[config.mk]
export PLATFORM = sky130hd
export DESIGN_NAME = csp_ctrl
export DESIGN_NICKNAME = d
export VERILOG_FILES = /design/src/core/csp_pkg.sv /design/src/core/csp_clkdiv.sv /design/src/core/csp_fifo2.sv /design/src/core/csp_ctrl.sv
export SDC_FILE = /design/constraint.sdc
export NUM_CORES = 1
export LEC_CHECK = 0
export BUFFER_PORTS_ARGS = -buffer_cell sky130_fd_sc_hd__buf_4
export CAP_MARGIN = 20
export CORE_MARGIN = 2
export CORE_UTILIZATION = 40
export DETAILED_ROUTE_END_ITERATION = 6
export SYNTH_ARGS = -nofsm -noshare
export SYNTH_HDL_FRONTEND = slang
export SYNTH_SLANG_ARGS = --single-unit
[constraint.sdc]
create_clock -name clk_sys_in -period 3.6 [get_ports clk_sys_in]
set_clock_uncertainty 0.05 [all_clocks]
set_input_delay 0.54 -clock clk_sys_in [delete_from_list [all_inputs] [get_ports clk_sys_in]]
set_output_delay 0.54 -clock clk_sys_in [all_outputs]
set_load 0.05 [all_outputs]
[src/core/csp_pkg.sv]
// Purpose: shared constants and helpers of the clocked serial port control block
// Assumes: registers reached over a plain byte/halfword cpu port at full addresses
// Notes:   ctl1, rx and tx addresses are local choices
package csp_pkg;
   localparam int              CSP_AW         = 28;
   localparam int              CSP_DW         = 16;
   localparam logic [27:0]     CSP_ADDR_CTL0  = 28'hFFF_FD00;
   localparam logic [27:0]     CSP_ADDR_CTL1  = 28'hFFF_FD01;
   localparam logic [27:0]     CSP_ADDR_CTL2  = 28'hFFF_FD02;
   localparam logic [27:0]     CSP_ADDR_STR   = 28'hFFF_FD03;
   localparam logic [27:0]     CSP_ADDR_RX    = 28'hFFF_FD04;
   localparam logic [27:0]     CSP_ADDR_TX    = 28'hFFF_FD06;
   // main_control and status bit positions
   localparam int              CSP_B_PWR      = 7;
   localparam int              CSP_B_TXE      = 6;
   localparam int              CSP_B_RXE      = 5;
   localparam int              CSP_B_DIR      = 4;
   localparam int              CSP_B_TMS      = 1;
   localparam int              CSP_B_SCE      = 0;
   localparam int              CSP_B_TSF      = 7;
   localparam int              CSP_B_OVE      = 0;
   localparam logic [7:0]      CSP_CTL0_RST   = 8'h01;
   localparam logic [7:0]      CSP_CTL1_RST   = 8'h00;
   localparam logic [3:0]      CSP_CTL2_RST   = 4'h0;
   localparam logic [15:0]     CSP_WORD_RST   = 16'h0000;
   // mode bits frozen while the unit is on; bits 3 and 2 never stored
   localparam logic [7:0]      CSP_CTL0_LOCK  = 8'h72;
   localparam logic [7:0]      CSP_CTL0_FREE  = 8'h81;
   localparam logic [2:0]      CSP_CKS_BAUD   = 3'h6;
   localparam logic [2:0]      CSP_CKS_SLAVE  = 3'h7;
   localparam logic [4:0]      CSP_LEN_BASE   = 5'h08;
   localparam logic [4:0]      CSP_LEN_MAX    = 5'h10;

   typedef enum logic {CSP_IDLE = 1'b0, CSP_SHIFT = 1'b1} csp_state_t;

   // word length in bits from the length field
   function automatic logic [4:0] csp_len(input logic [3:0] cl);
      return cl[3] ? CSP_LEN_MAX : 5'(CSP_LEN_BASE + {2'b00, cl[2:0]});
   endfunction

   // ones over the used low bits of a word
   function automatic logic [15:0] csp_mask(input logic [4:0] len);
      return 16'((17'h0_0001 << len) - 17'h0_0001);
   endfunction
endpackage

[src/core/csp_clkdiv.sv]
// Purpose: communication clock enable for master mode
// Assumes: baud generator clock arrives as a one-cycle enable
// Notes:   tick marks each half period of the serial clock
`timescale 1ns/1ps
module csp_clkdiv #(
   parameter int CW = 6
) (
   input  wire logic       clk_sys_in,    // system clock
   input  wire logic       nrst_in,       // async reset, low
   input  wire logic       run_in,        // divider running
   input  wire logic [2:0] cks_in,        // clock select code
   input  wire logic       baud_in,       // baud generator enable
   output logic            tick_out       // half-period enable
);
   import csp_pkg::*;
   logic [CW-1:0] cnt_reg;
   logic [CW-1:0] mask;
   logic          div_hit;

   // code k halves every 2^k system clocks
   assign mask     = CW'(({1'b0, {CW{1'b1}}} << cks_in) ^ {1'b0, {CW{1'b1}}});
   assign div_hit  = (cnt_reg & mask) == mask;
   assign tick_out = run_in && ((cks_in == CSP_CKS_BAUD) ? baud_in : div_hit);

   always_ff @(posedge clk_sys_in or negedge nrst_in) begin
      if (!nrst_in) begin
         cnt_reg <= '0;
      end else begin
         cnt_reg <= run_in ? CW'(cnt_reg + 1'b1) : '0;
      end
   end
endmodule

[src/core/csp_fifo2.sv]
// Purpose: two-entry buffer between the transmit buffer and the shifter
// Assumes: flush has priority over push and pop
// Notes:   in_ready low only when both entries hold words
`timescale 1ns/1ps
module csp_fifo2 #(
   parameter int W = 16
) (
   input  wire logic         clk_sys_in,  // system clock
   input  wire logic         nrst_in,     // async reset, low
   input  wire logic         flush_in,    // drop all words
   input  wire logic         in_valid_in, // word offered
   output logic              in_ready_out,// room for a word
   input  wire logic [W-1:0] in_data_in,  // word in
   output logic              out_valid_out,// word waiting
   input  wire logic         out_ready_in,// consumer takes word
   output logic [W-1:0]      out_data_out // oldest word
);
   logic [W-1:0] d0_reg;
   logic [W-1:0] d1_reg;
   logic [1:0]   cnt_reg;
   logic         push;
   logic         pop;

   assign in_ready_out  = cnt_reg != 2'h2;
   assign out_valid_out = cnt_reg != 2'h0;
   assign out_data_out  = d0_reg;
   assign push          = in_valid_in && in_ready_out;
   assign pop           = out_ready_in && out_valid_out;

   always_ff @(posedge clk_sys_in or negedge nrst_in) begin
      if (!nrst_in) begin
         d0_reg  <= '0;
         d1_reg  <= '0;
         cnt_reg <= 2'h0;
      end else if (flush_in) begin
         cnt_reg <= 2'h0;
      end else begin
         if (pop) begin
            d0_reg <= (push && cnt_reg == 2'h1) ? in_data_in : d1_reg;
         end else if (push && cnt_reg == 2'h0) begin
            d0_reg <= in_data_in;
         end
         if (push && (cnt_reg == 2'h2 - 2'(pop))) begin
            d1_reg <= in_data_in;
         end
         cnt_reg <= 2'(cnt_reg + 2'(push) - 2'(pop));
      end
   end
endmodule

[src/core/csp_ctrl.sv]
// Purpose: control, status and shifting of a three-wire clocked serial port
// Assumes: cpu strobes and serial pins synchronous to clk_sys_in
// Notes:   communication type: idle high, output on fall, sample on rise
// Behaviour
// - single reception: dummy receive read with trigger set starts next reception
// - receive read with start trigger at 1 begins a new communication
// - continuous reception restarts if trigger set one clock before last word ends
// - clock select writable only while unit is off; byte wide, resets 00H
// - codes 000-101 divide by 2..64, 110 baud clock, 111 slave mode
// - length register writable when unit off or tx and rx both off
// - length codes 0000-0111 give 8-15 bits, top bit set gives 16
// - short words LSB-aligned; unused received upper bits read zero
// - clearing unit enable or reset zeroes the status register
// - transfer-active set on tx write or dummy read, cleared at last edge
// - transfer-active flag is read-only
// - overrun set when a reception completes before previous word was read
// - overrun flag works in single and continuous mode, only with rx enabled; never set in transmit-only use
// - writing 0 clears overrun, writing 1 has no effect
// - receive-complete irq on buffer update with rx enabled or on overrun
// - single mode raises receive-complete irq after every transfer
// - continuous tx modes raise tx-enable irq when buffer frees; never single
// - unit off stops clock output, resets internal state and status
// - tx modes start on transmit write; receive-only starts on receive read
`timescale 1ns/1ps
module csp_ctrl (
   input  wire logic                        clk_sys_in,             // 10 MHz clock
   input  wire logic                        nrst_in,                // async reset, low
   input  wire logic [csp_pkg::CSP_AW-1:0]  addr_in,                // register address
   input  wire logic                        wr_in,                  // write strobe
   input  wire logic                        rd_in,                  // read strobe
   input  wire logic [csp_pkg::CSP_DW-1:0]  wdata_in,               // write data
   output logic [csp_pkg::CSP_DW-1:0]       rdata_out,              // read data
   input  wire logic                        baud_gen_clock_in,      // baud enable pulse
   input  wire logic                        serial_clock_pin_in,    // clock pin level
   output logic                             serial_clock_pin_out,   // clock pin drive
   output logic                             serial_clock_pin_oe_out,// clock pin enable
   input  wire logic                        serial_in_pin_in,       // serial data in
   output logic                             serial_out_pin_out,     // serial data out
   output logic                             rx_complete_irq_out,    // receive complete
   output logic                             tx_enable_irq_out       // transmit enable
);
   import csp_pkg::*;

   logic [7:0]  ctl0_reg;
   logic [7:0]  ctl1_reg;
   logic [3:0]  ctl2_reg;
   logic [7:0]  ctl0_next;
   logic        tsf_reg;
   logic        ove_reg;
   logic        unread_reg;
   logic [15:0] rx_buf_reg;
   logic [15:0] tx_hold_reg;
   logic [15:0] sh_reg;
   logic [15:0] sh_shift;
   logic [4:0]  bit_cnt_reg;
   csp_state_t  state_reg;
   logic        sck_reg;
   logic        sck_prev_reg;
   logic        sout_reg;
   logic        sce_late_reg;
   logic        rx_irq_reg;
   logic        tx_irq_reg;
   logic        sck_oe_reg;
   logic [15:0] rdata_reg;

   // bit to drive for a word: lowest first or top bit first
   function automatic logic out_bit(input logic [15:0] d, input logic lsb_first,
                                    input logic [3:0] top);
      return lsb_first ? d[0] : d[top];
   endfunction

   wire         pwr      = ctl0_reg[CSP_B_PWR];
   wire         txe      = ctl0_reg[CSP_B_TXE];
   wire         rxe      = ctl0_reg[CSP_B_RXE];
   wire         dir      = ctl0_reg[CSP_B_DIR];
   wire         tms      = ctl0_reg[CSP_B_TMS];
   wire         sce      = ctl0_reg[CSP_B_SCE];
   wire [2:0]   cks      = ctl1_reg[2:0];
   wire         master   = cks != CSP_CKS_SLAVE;
   wire [4:0]   len      = csp_len(ctl2_reg);
   wire [3:0]   top_idx  = 4'(len - 5'h01);
   wire [15:0]  len_mask = csp_mask(len);
   wire         busy     = state_reg == CSP_SHIFT;

   wire         wr_ctl0  = wr_in && addr_in == CSP_ADDR_CTL0;
   wire         wr_ctl1  = wr_in && addr_in == CSP_ADDR_CTL1;
   wire         wr_ctl2  = wr_in && addr_in == CSP_ADDR_CTL2;
   wire         wr_str   = wr_in && addr_in == CSP_ADDR_STR;
   wire         wr_tx    = wr_in && addr_in == CSP_ADDR_TX;
   wire         rd_rx    = rd_in && addr_in == CSP_ADDR_RX;

   // writes during a single transfer are dropped
   wire         push_valid = wr_tx && pwr && txe && (tms || !tsf_reg);
   wire         push_ready;
   wire         push       = push_valid && push_ready;
   wire         f_valid;
   wire [15:0]  f_data;
   wire         tick;

   wire         rise_ev  = busy && (master ? (tick && !sck_reg)
                                           : (serial_clock_pin_in && !sck_prev_reg));
   wire         fall_ev  = busy && (master ? (tick && sck_reg)
                                           : (!serial_clock_pin_in && sck_prev_reg));
   wire         last_bit = bit_cnt_reg == 5'(len - 5'h01);
   wire         done     = rise_ev && last_bit;
   wire         pre_last = bit_cnt_reg == 5'(len - 5'h02);

   wire         load_tx  = pwr && txe && f_valid && (!busy || (done && tms));
   // receive-only start: dummy read with trigger, or automatic restart
   wire         rx_go    = pwr && rxe && !txe
                           && ((rd_rx && sce && !tsf_reg)
                               || (done && tms && sce_late_reg));
   wire         start    = load_tx || rx_go;
   wire [15:0]  start_d  = load_tx ? f_data : CSP_WORD_RST;
   wire [15:0]  rx_word  = sh_shift & len_mask;
   wire         ove_set  = done && rxe && unread_reg && !rd_rx;

   // mode bits only move while the unit is off
   assign ctl0_next = ((pwr ? ctl0_reg : wdata_in[7:0]) & CSP_CTL0_LOCK)
                      | (wdata_in[7:0] & CSP_CTL0_FREE);

   wire [15:0]  rd_mux =
      (addr_in == CSP_ADDR_CTL0) ? {8'h00, ctl0_reg} :
      (addr_in == CSP_ADDR_CTL1) ? {8'h00, ctl1_reg} :
      (addr_in == CSP_ADDR_CTL2) ? {12'h000, ctl2_reg} :
      (addr_in == CSP_ADDR_STR)  ? {8'h00, tsf_reg, 6'h00, ove_reg} :
      (addr_in == CSP_ADDR_RX)   ? rx_buf_reg :
      (addr_in == CSP_ADDR_TX)   ? tx_hold_reg : CSP_WORD_RST;

   // shift one bit in at the bottom or at the word top
   always_comb begin
      sh_shift = dir ? (sh_reg >> 1) : (sh_reg << 1);
      if (dir) begin
         sh_shift[top_idx] = serial_in_pin_in;
      end else begin
         sh_shift[0] = serial_in_pin_in;
      end
   end

   csp_clkdiv #(.CW(6)) u_div (
      .clk_sys_in (clk_sys_in),
      .nrst_in    (nrst_in),
      .run_in     (busy && master),
      .cks_in     (cks),
      .baud_in    (baud_gen_clock_in),
      .tick_out   (tick)
   );

   csp_fifo2 #(.W(16)) u_txq (
      .clk_sys_in    (clk_sys_in),
      .nrst_in       (nrst_in),
      .flush_in      (!pwr),
      .in_valid_in   (push_valid),
      .in_ready_out  (push_ready),
      .in_data_in    (wdata_in),
      .out_valid_out (f_valid),
      .out_ready_in  (load_tx),
      .out_data_out  (f_data)
   );

   // control registers
   always_ff @(posedge clk_sys_in or negedge nrst_in) begin
      if (!nrst_in) begin
         ctl0_reg    <= CSP_CTL0_RST;
         ctl1_reg    <= CSP_CTL1_RST;
         ctl2_reg    <= CSP_CTL2_RST;
         tx_hold_reg <= CSP_WORD_RST;
      end else begin
         if (wr_ctl0) begin
            ctl0_reg <= ctl0_next;
         end
         if (wr_ctl1 && !pwr) begin
            ctl1_reg <= wdata_in[7:0];
         end
         if (wr_ctl2 && (!pwr || (!txe && !rxe))) begin
            ctl2_reg <= wdata_in[3:0];
         end
         if (push) begin
            tx_hold_reg <= wdata_in;
         end
      end
   end

   // status and receive buffer
   always_ff @(posedge clk_sys_in or negedge nrst_in) begin
      if (!nrst_in) begin
         tsf_reg    <= 1'b0;
         ove_reg    <= 1'b0;
         unread_reg <= 1'b0;
         rx_buf_reg <= CSP_WORD_RST;
      end else if (!pwr) begin
         tsf_reg    <= 1'b0;
         ove_reg    <= 1'b0;
         unread_reg <= 1'b0;
         rx_buf_reg <= CSP_WORD_RST;
      end else begin
         if (push || rx_go) begin
            tsf_reg <= 1'b1;
         end else if (done && !f_valid) begin
            tsf_reg <= 1'b0;
         end
         if (ove_set) begin
            ove_reg <= 1'b1;
         end else if (wr_str && !wdata_in[CSP_B_OVE]) begin
            ove_reg <= 1'b0;
         end
         if (done && rxe) begin
            rx_buf_reg <= rx_word;
            unread_reg <= 1'b1;
         end else if (rd_rx) begin
            unread_reg <= 1'b0;
         end
      end
   end

   // shifter and serial clock
   always_ff @(posedge clk_sys_in or negedge nrst_in) begin
      if (!nrst_in) begin
         state_reg    <= CSP_IDLE;
         sh_reg       <= CSP_WORD_RST;
         bit_cnt_reg  <= 5'h00;
         sck_reg      <= 1'b1;
         sout_reg     <= 1'b0;
         sce_late_reg <= 1'b0;
      end else if (!pwr) begin
         state_reg    <= CSP_IDLE;
         bit_cnt_reg  <= 5'h00;
         sck_reg      <= 1'b1;
         sout_reg     <= 1'b0;
      end else begin
         if (start) begin
            state_reg   <= CSP_SHIFT;
            sh_reg      <= start_d;
            bit_cnt_reg <= 5'h00;
            sout_reg    <= txe && out_bit(start_d, dir, top_idx);
         end else if (rise_ev) begin
            sh_reg      <= sh_shift;
            bit_cnt_reg <= 5'(bit_cnt_reg + 5'h01);
            state_reg   <= last_bit ? CSP_IDLE : CSP_SHIFT;
         end else if (fall_ev && bit_cnt_reg != 5'h00) begin
            sout_reg    <= txe && out_bit(sh_reg, dir, top_idx);
         end
         if (rise_ev && pre_last) begin
            sce_late_reg <= sce;
         end
         if (!busy || !master) begin
            sck_reg <= 1'b1;
         end else if (tick) begin
            sck_reg <= !sck_reg;
         end
      end
   end

   // outputs and bus read
   always_ff @(posedge clk_sys_in or negedge nrst_in) begin
      if (!nrst_in) begin
         sck_prev_reg <= 1'b1;
         rx_irq_reg   <= 1'b0;
         tx_irq_reg   <= 1'b0;
         sck_oe_reg   <= 1'b0;
         rdata_reg    <= CSP_WORD_RST;
      end else begin
         sck_prev_reg <= serial_clock_pin_in;
         rx_irq_reg   <= pwr && done && (rxe || !tms);
         tx_irq_reg   <= load_tx && tms;
         sck_oe_reg   <= pwr && master;
         if (rd_in) begin
            rdata_reg <= rd_mux;
         end
      end
   end

   assign serial_clock_pin_out    = sck_reg;
   assign serial_clock_pin_oe_out = sck_oe_reg;
   assign serial_out_pin_out      = sout_reg;
   assign rx_complete_irq_out     = rx_irq_reg;
   assign tx_enable_irq_out       = tx_irq_reg;
   assign rdata_out               = rdata_reg;
endmodule

# Yosys cells after proc, flatten, opt, wreduce, memory -nomap -nowiden
# Cells that the tools add are included.
[op_classes]
bitwise_logic = 4
n_reduce_logical = 81
muxes = 56
n_shift = 2
order_cmp = 2
addsub = 9
eq_ne = 22
[ops]
columns = ["operator", "n"]
rows = [
  ["$mux W16", 15],
  ["$eq A28 B28 Y1 const B", 6],
  ["$logic_and A1 B1 Y1", 50],
  ["$mux W1", 29],
  ["$mux W5", 4],
  ["$ne A3 B1 Y1 const B", 6],
  ["$and A16 B16 Y16", 1],
  ["$bwmux W16", 1],
  ["$shl A1 B5 Y16 const A", 1],
  ["$sub A16 B1 Y16 const B", 1],
  ["$mux W15", 1],
  ["$logic_not A1 Y1", 13],
  ["$eq A5 B5 Y1", 2],
  ["$reduce_and A2 Y1", 5],
  ["$bmux W1 S4", 2],
  ["$logic_or A1 B1 Y1", 8],
  ["$or A7 B8 Y8", 1],
  ["$mux W7", 1],
  ["$add A6 B1 Y6 const B", 1],
  ["$and A6 B6 Y6", 1],
  ["$eq A6 B6 Y1", 1],
  ["$mux W6", 1],
  ["$not A6 Y6", 1],
  ["$reduce_bool A2 Y1", 3],
  ["21 further kinds", 21],
]
[totals]
regBits = 140
input_bits = 51
word_cells = 199
out_inout_bits = 21

# Longest topological paths before layout
[depth]
ltp_word = 20
depth_mapped = 17
mapped_depth_nobuf = 14

# By module
# A second synthesis with hierarchy kept.
[unflattened]
hier_cells = 748
hier_area_um2 = 7534.7
[modules_own_cells]
columns = ["module", "area_each_um2", "cells_each", "n_inst"]
rows = [
  ["csp_ctrl", 5679.2, 593, 1],
  ["csp_fifo2", 1532.7, 123, 1],
  ["csp_clkdiv", 322.8, 32, 1],
]

# Worst setup path after synthesis
# OpenSTA, ideal clock, no wires.
[synth_path]
kind = "register -> register"
start = "reg ctl2_reg[3]"
end = "reg u_txq.d1_reg[10]"
arrival_ns = 3.752
path_stages_with_launch = 18
period_less_slack_ns = 3.929
path_slack_ns = -0.329
path_cell_list = "dfrtp_1 > buf_6 > clkbuf_1 > nand2b_1 > ha_1 > buf_4 > xnor2_1 > o2bb2ai_1 > a2111o_1 > a2111oi_4 > o21ai_2 > inv_2 > ha_1 > nand2_1 > nor3_1 > mux2i_4 > buf_6 > mux2_1"
[synth_between]
elab_chain_len = 12
[synth_rtl]
columns = ["item", "line_no", "source"]
rows = [
  ["start: declaration", "csp_ctrl.sv:46", "logic [3:0] ctl2_reg;"],
  ["start signal: assignment", "csp_ctrl.sv:176", "ctl2_reg <= wdata_in[3:0];"],
  ["$mux W5", "csp_pkg.sv:38", "return cl[3] ? CSP_LEN_MAX : 5'(CSP_LEN_BASE + {2'b00, cl[2:0]});"],
  ["$sub A5 B1 Y5", "csp_ctrl.sv:104", "wire last_bit = bit_cnt_reg == 5'(len - 5'h01);"],
  ["$eq A5 B5 Y1", "csp_ctrl.sv:104", ""],
  ["$logic_and A1 B1 Y1", "csp_ctrl.sv:105", "wire done = rise_ev && last_bit;"],
  ["$logic_and A1 B1 Y1", "csp_ctrl.sv:108", "wire load_tx = pwr && txe && f_valid && (!busy || (done && tms));"],
  ["$logic_or A1 B1 Y1", "csp_ctrl.sv:108", ""],
  ["$logic_and A1 B1 Y1", "csp_ctrl.sv:108", ""],
  ["$logic_and A1 B1 Y1", "csp_fifo2.sv:28", "assign pop = out_ready_in && out_valid_out;"],
  ["$sub A2 B1 Y2", "csp_fifo2.sv:43", "if (push && (cnt_reg == 2'h2 - 2'(pop))) begin"],
  ["$eq A2 B2 Y1", "csp_fifo2.sv:43", ""],
  ["$logic_and A1 B1 Y1", "csp_fifo2.sv:43", ""],
  ["$reduce_and A2 Y1 (no line)", "--", ""],
  ["end signal: assignment", "csp_fifo2.sv:44", "d1_reg <= in_data_in;"],
  ["end: declaration", "csp_fifo2.sv:19", "logic [W-1:0] d1_reg;"],
]
# Every way passes these cells.
# A chain may end at the register's enable or synchronous reset.

# Worst setup path in the final report
[layout_path]
start = "reg ctl2_reg[3]"
end = "reg u_txq.d1_reg[15]"
# The elaborated chain is that of the path after synthesis.

==> results.ini <==
[outcome]
status = finished, final reports clean

[timing]
period_share_pct = 95.02
setup_slack_ns = 0.1795
fin_crit_ns = 3.421
fmax_ghz = 0.2924
setup_viol = 0
relSlewSlack_pct = 47.21
finalHoldViolations = 0
slew_violations = 0
tightest_slew_ns = 0.7862
rsz0062_at_grt = false

[routing]
drt_iter0_markers = 487
first_pass_iters = 6
dr_wl_met3_mm = 1.043
wl_per_cell_um = 19.31
drc = 0
drt-total-wl_mm = 21.53
vias = 6058
highest_layer = met4
wl_met2_mm = 9.369
antenna_left = 0
wl_met1_mm = 10.73
vias_per_cell = 5.433

[grt]
grt.overflow.total = 0
grt_pass1_wl_mm = 33.88
grt_usage_pct = 21.95
grt_max_degree = 77
antenna_found_initial = 0
grt_pass1_vias = 5854

[synthesis]
synth_top_area_share_pct = 43.46
ys_top_cells_by_area = dfrtp_1 43%, nand2_1 5.6%, mux2_2 5.4%
yosys.area.top_type = dfrtp_1
yosysWarnings = 0
synth_top_flop_cell = dfrtp_1
avgSynthCellArea_um2 = 10.11
synth_most_common_cell = dfrtp_1
synth-seq-cells = 137
synth_edf_count = 0
syn_area_um2 = 7715
seq_area_frac_synth_pct = 44.49
async_flop_share_pct = 100.0
syn_inst = 763
synth_cell_types = 75
ys_top_cells_by_count = 134 x dfrtp_1, 116 x nand2_1, 71 x nor2_1, 49 x a21oi_1, 37 x mux2_2

[clocking]
post_cts_resized = 0
cts_num_sinks = 137
clkTransAtPathRegs_ns = 0.06
cts_setup_buffers = 0
cts_max_level = 4
cts_root_buf = clkbuf_16
clkLatencyLatePin_ns = 0.43
numCtsBuffers = 17
max-clock-path-buffers = 2
cts_tree = built
hold_buffers = 0

[final_layout]
synthToLayoutAreaGrowth_pct = 20.82
design_area_um2 = 9321
final_nets = 908
drive_gt1_share_pct = 29.12
n_antenna_cell = 0

[floorplanning]
rows = 50
initial_core_util_pct = 40.97
pin_count = 72
dieArea_um2 = 20410
fp.coreArea_um2 = 18830
die_h_um = 142.9
die_x_um = 142.9

[worst_setup_path]
ff2ff_path_depth = 14
reg2reg_setup_slack_ns = 0.18
crit_path_top_delay_cell = dfrtp_1
cpPeakStageDelay_ns = 0.43
worstReg2RegStart = ctl2_reg[3]
worst_setup_path_end_kind = flip-flop
worstPathRequired_ns = 3.86
cp.arrival_ns = 3.68
crit_chain = or2b_1 > ha_4 > xnor2_2 > o2bb2ai_1 > a2111o_1 > a2111oi_4 > o21ai_2 > inv_2 > ha_4 > nand2_4 > nor4_4 > mux2i_4 > buf_12 > mux2_2
start_kind = flip-flop
critPathKind = reg2reg
worst_path_most_repeated_cell = ha_4
rr_endpoint = u_txq.d1_reg[15]
critPathMaxFanout = 16

[power_and_ir_drop]
leakage_nw = 4.451
powerDensity_nw_per_um2 = 373.5
total_power_w = 0.003481
max-vdd-ir-drop_v = 0.0002838

[place]
placed_cell_area_um2 = 8716
port-buffer-count = 71
dp_hpwl_mm = 15.48
dpl_worst_slack_ns = 0.1975
place_congestion = 0.8533

[run]
max_cap_violations = 0

[min_path]
hold_path_class = in2async

## worst max-delay path, delay by kind of cell (launching register included)
family                     cells  cell delay, ns
AOI/OAI and AO/OA              4            0.94
xor gates and xnor gates       1            0.14
adders and majority gates      2            0.44
buffers and inverters          2            0.30
DFF                            1            0.43
muxes                          2            0.52
and+or+nand+nor                3            0.46
## how the worst max path moves through the flow
| stage | startpoint | to | slack [ns] |
|---|---|---|---|
| finish | ctl2_reg[3] | u_txq.d1_reg[15] | 0.18 |
| global route | ctl2_reg[3] | u_txq.d1_reg[15] | 0.02 |
| CTS | ctl2_reg[3] | u_txq.d1_reg[15] | 0.18 |
| detailed placement | ctl2_reg[3] | u_txq.d1_reg[3] | 0.20 |
| global placement | addr_in[4] | u_txq.out_data_out[5] | 0.27 |
| floorplan | ctl2_reg[3] | u_txq.d1_reg[10] | -0.07 |
## metrics by stage
| step | setup TNS, ns | cells | hold slack (ns) | util [%] |
|---|---|---|---|---|
| finish | 0 | 1115 | 0.08978 | 49.50 |
| global route | 0 | 1115 | 0.1494 | 49.50 |
| CTS | 0 | 1114 | 0.1229 | 49.36 |
| detailed placement | 0 | 1082 | 0.4057 | 46.29 |
| global placement | 0 | 1082 | 0.3986 | 46.29 |
| floorplan | -0.6542 | 764 | 0.1944 | - |
## metal layers
metal	up-vias	GRT usage [%]
met5	-	0
li1	2855	-
met3	33	3.856
met4	0	7.035
met2	191	31.91
met1	2979	33.13
## cells in the final DEF, fill, tap and decap left out, types with 10 or more instances in the layout
cell type  count
clkbuf_16     17
nand3_1       34
xnor2_1       13
a22oi_1       12
nor2_1        71
a221oi_2      10
ha_1          13
dfrtp_1      134
a21oi_1       49
mux2_2        37
inv_1         32
mux2i_1       20
nand2_1      115
buf_4        100
mux2_4        30
## where the power goes
group          internal (W)  total [W]  switching, W
Combinational     0.0000745   0.000198      0.000124
Clock              0.000990    0.00173      0.000737
Sequential          0.00155    0.00156    0.00000516
Total               0.00262    0.00348      0.000866
## area by class of cell
type                            instances  area, um^2
Multi-Input combinational cell        548        4045
Sequential cell                       137        3432
Timing Repair Buffer                  103       809.5
Tap cell                              260       325.3
Clock inverter                         13       135.1
Inverter                               35       131.4
Fill cell                            1729        9509
Clock buffer                           19       442.9
## cell families (layout without fill, tap and decap cells)
logic type	count (synthesis)	count (layout)	share of synthesized area [%]
mux	97	97	16.32
simple gates	282	282	17.03
compound gates	131	131	12.80
xor+xnor	21	21	2.384
fa+ha+maj	15	15	2.433
flops	137	137	44.49
buf+inv	79	170	4.508
other cells	1	2	0.04861
Power figures use the tool's default switching activity.
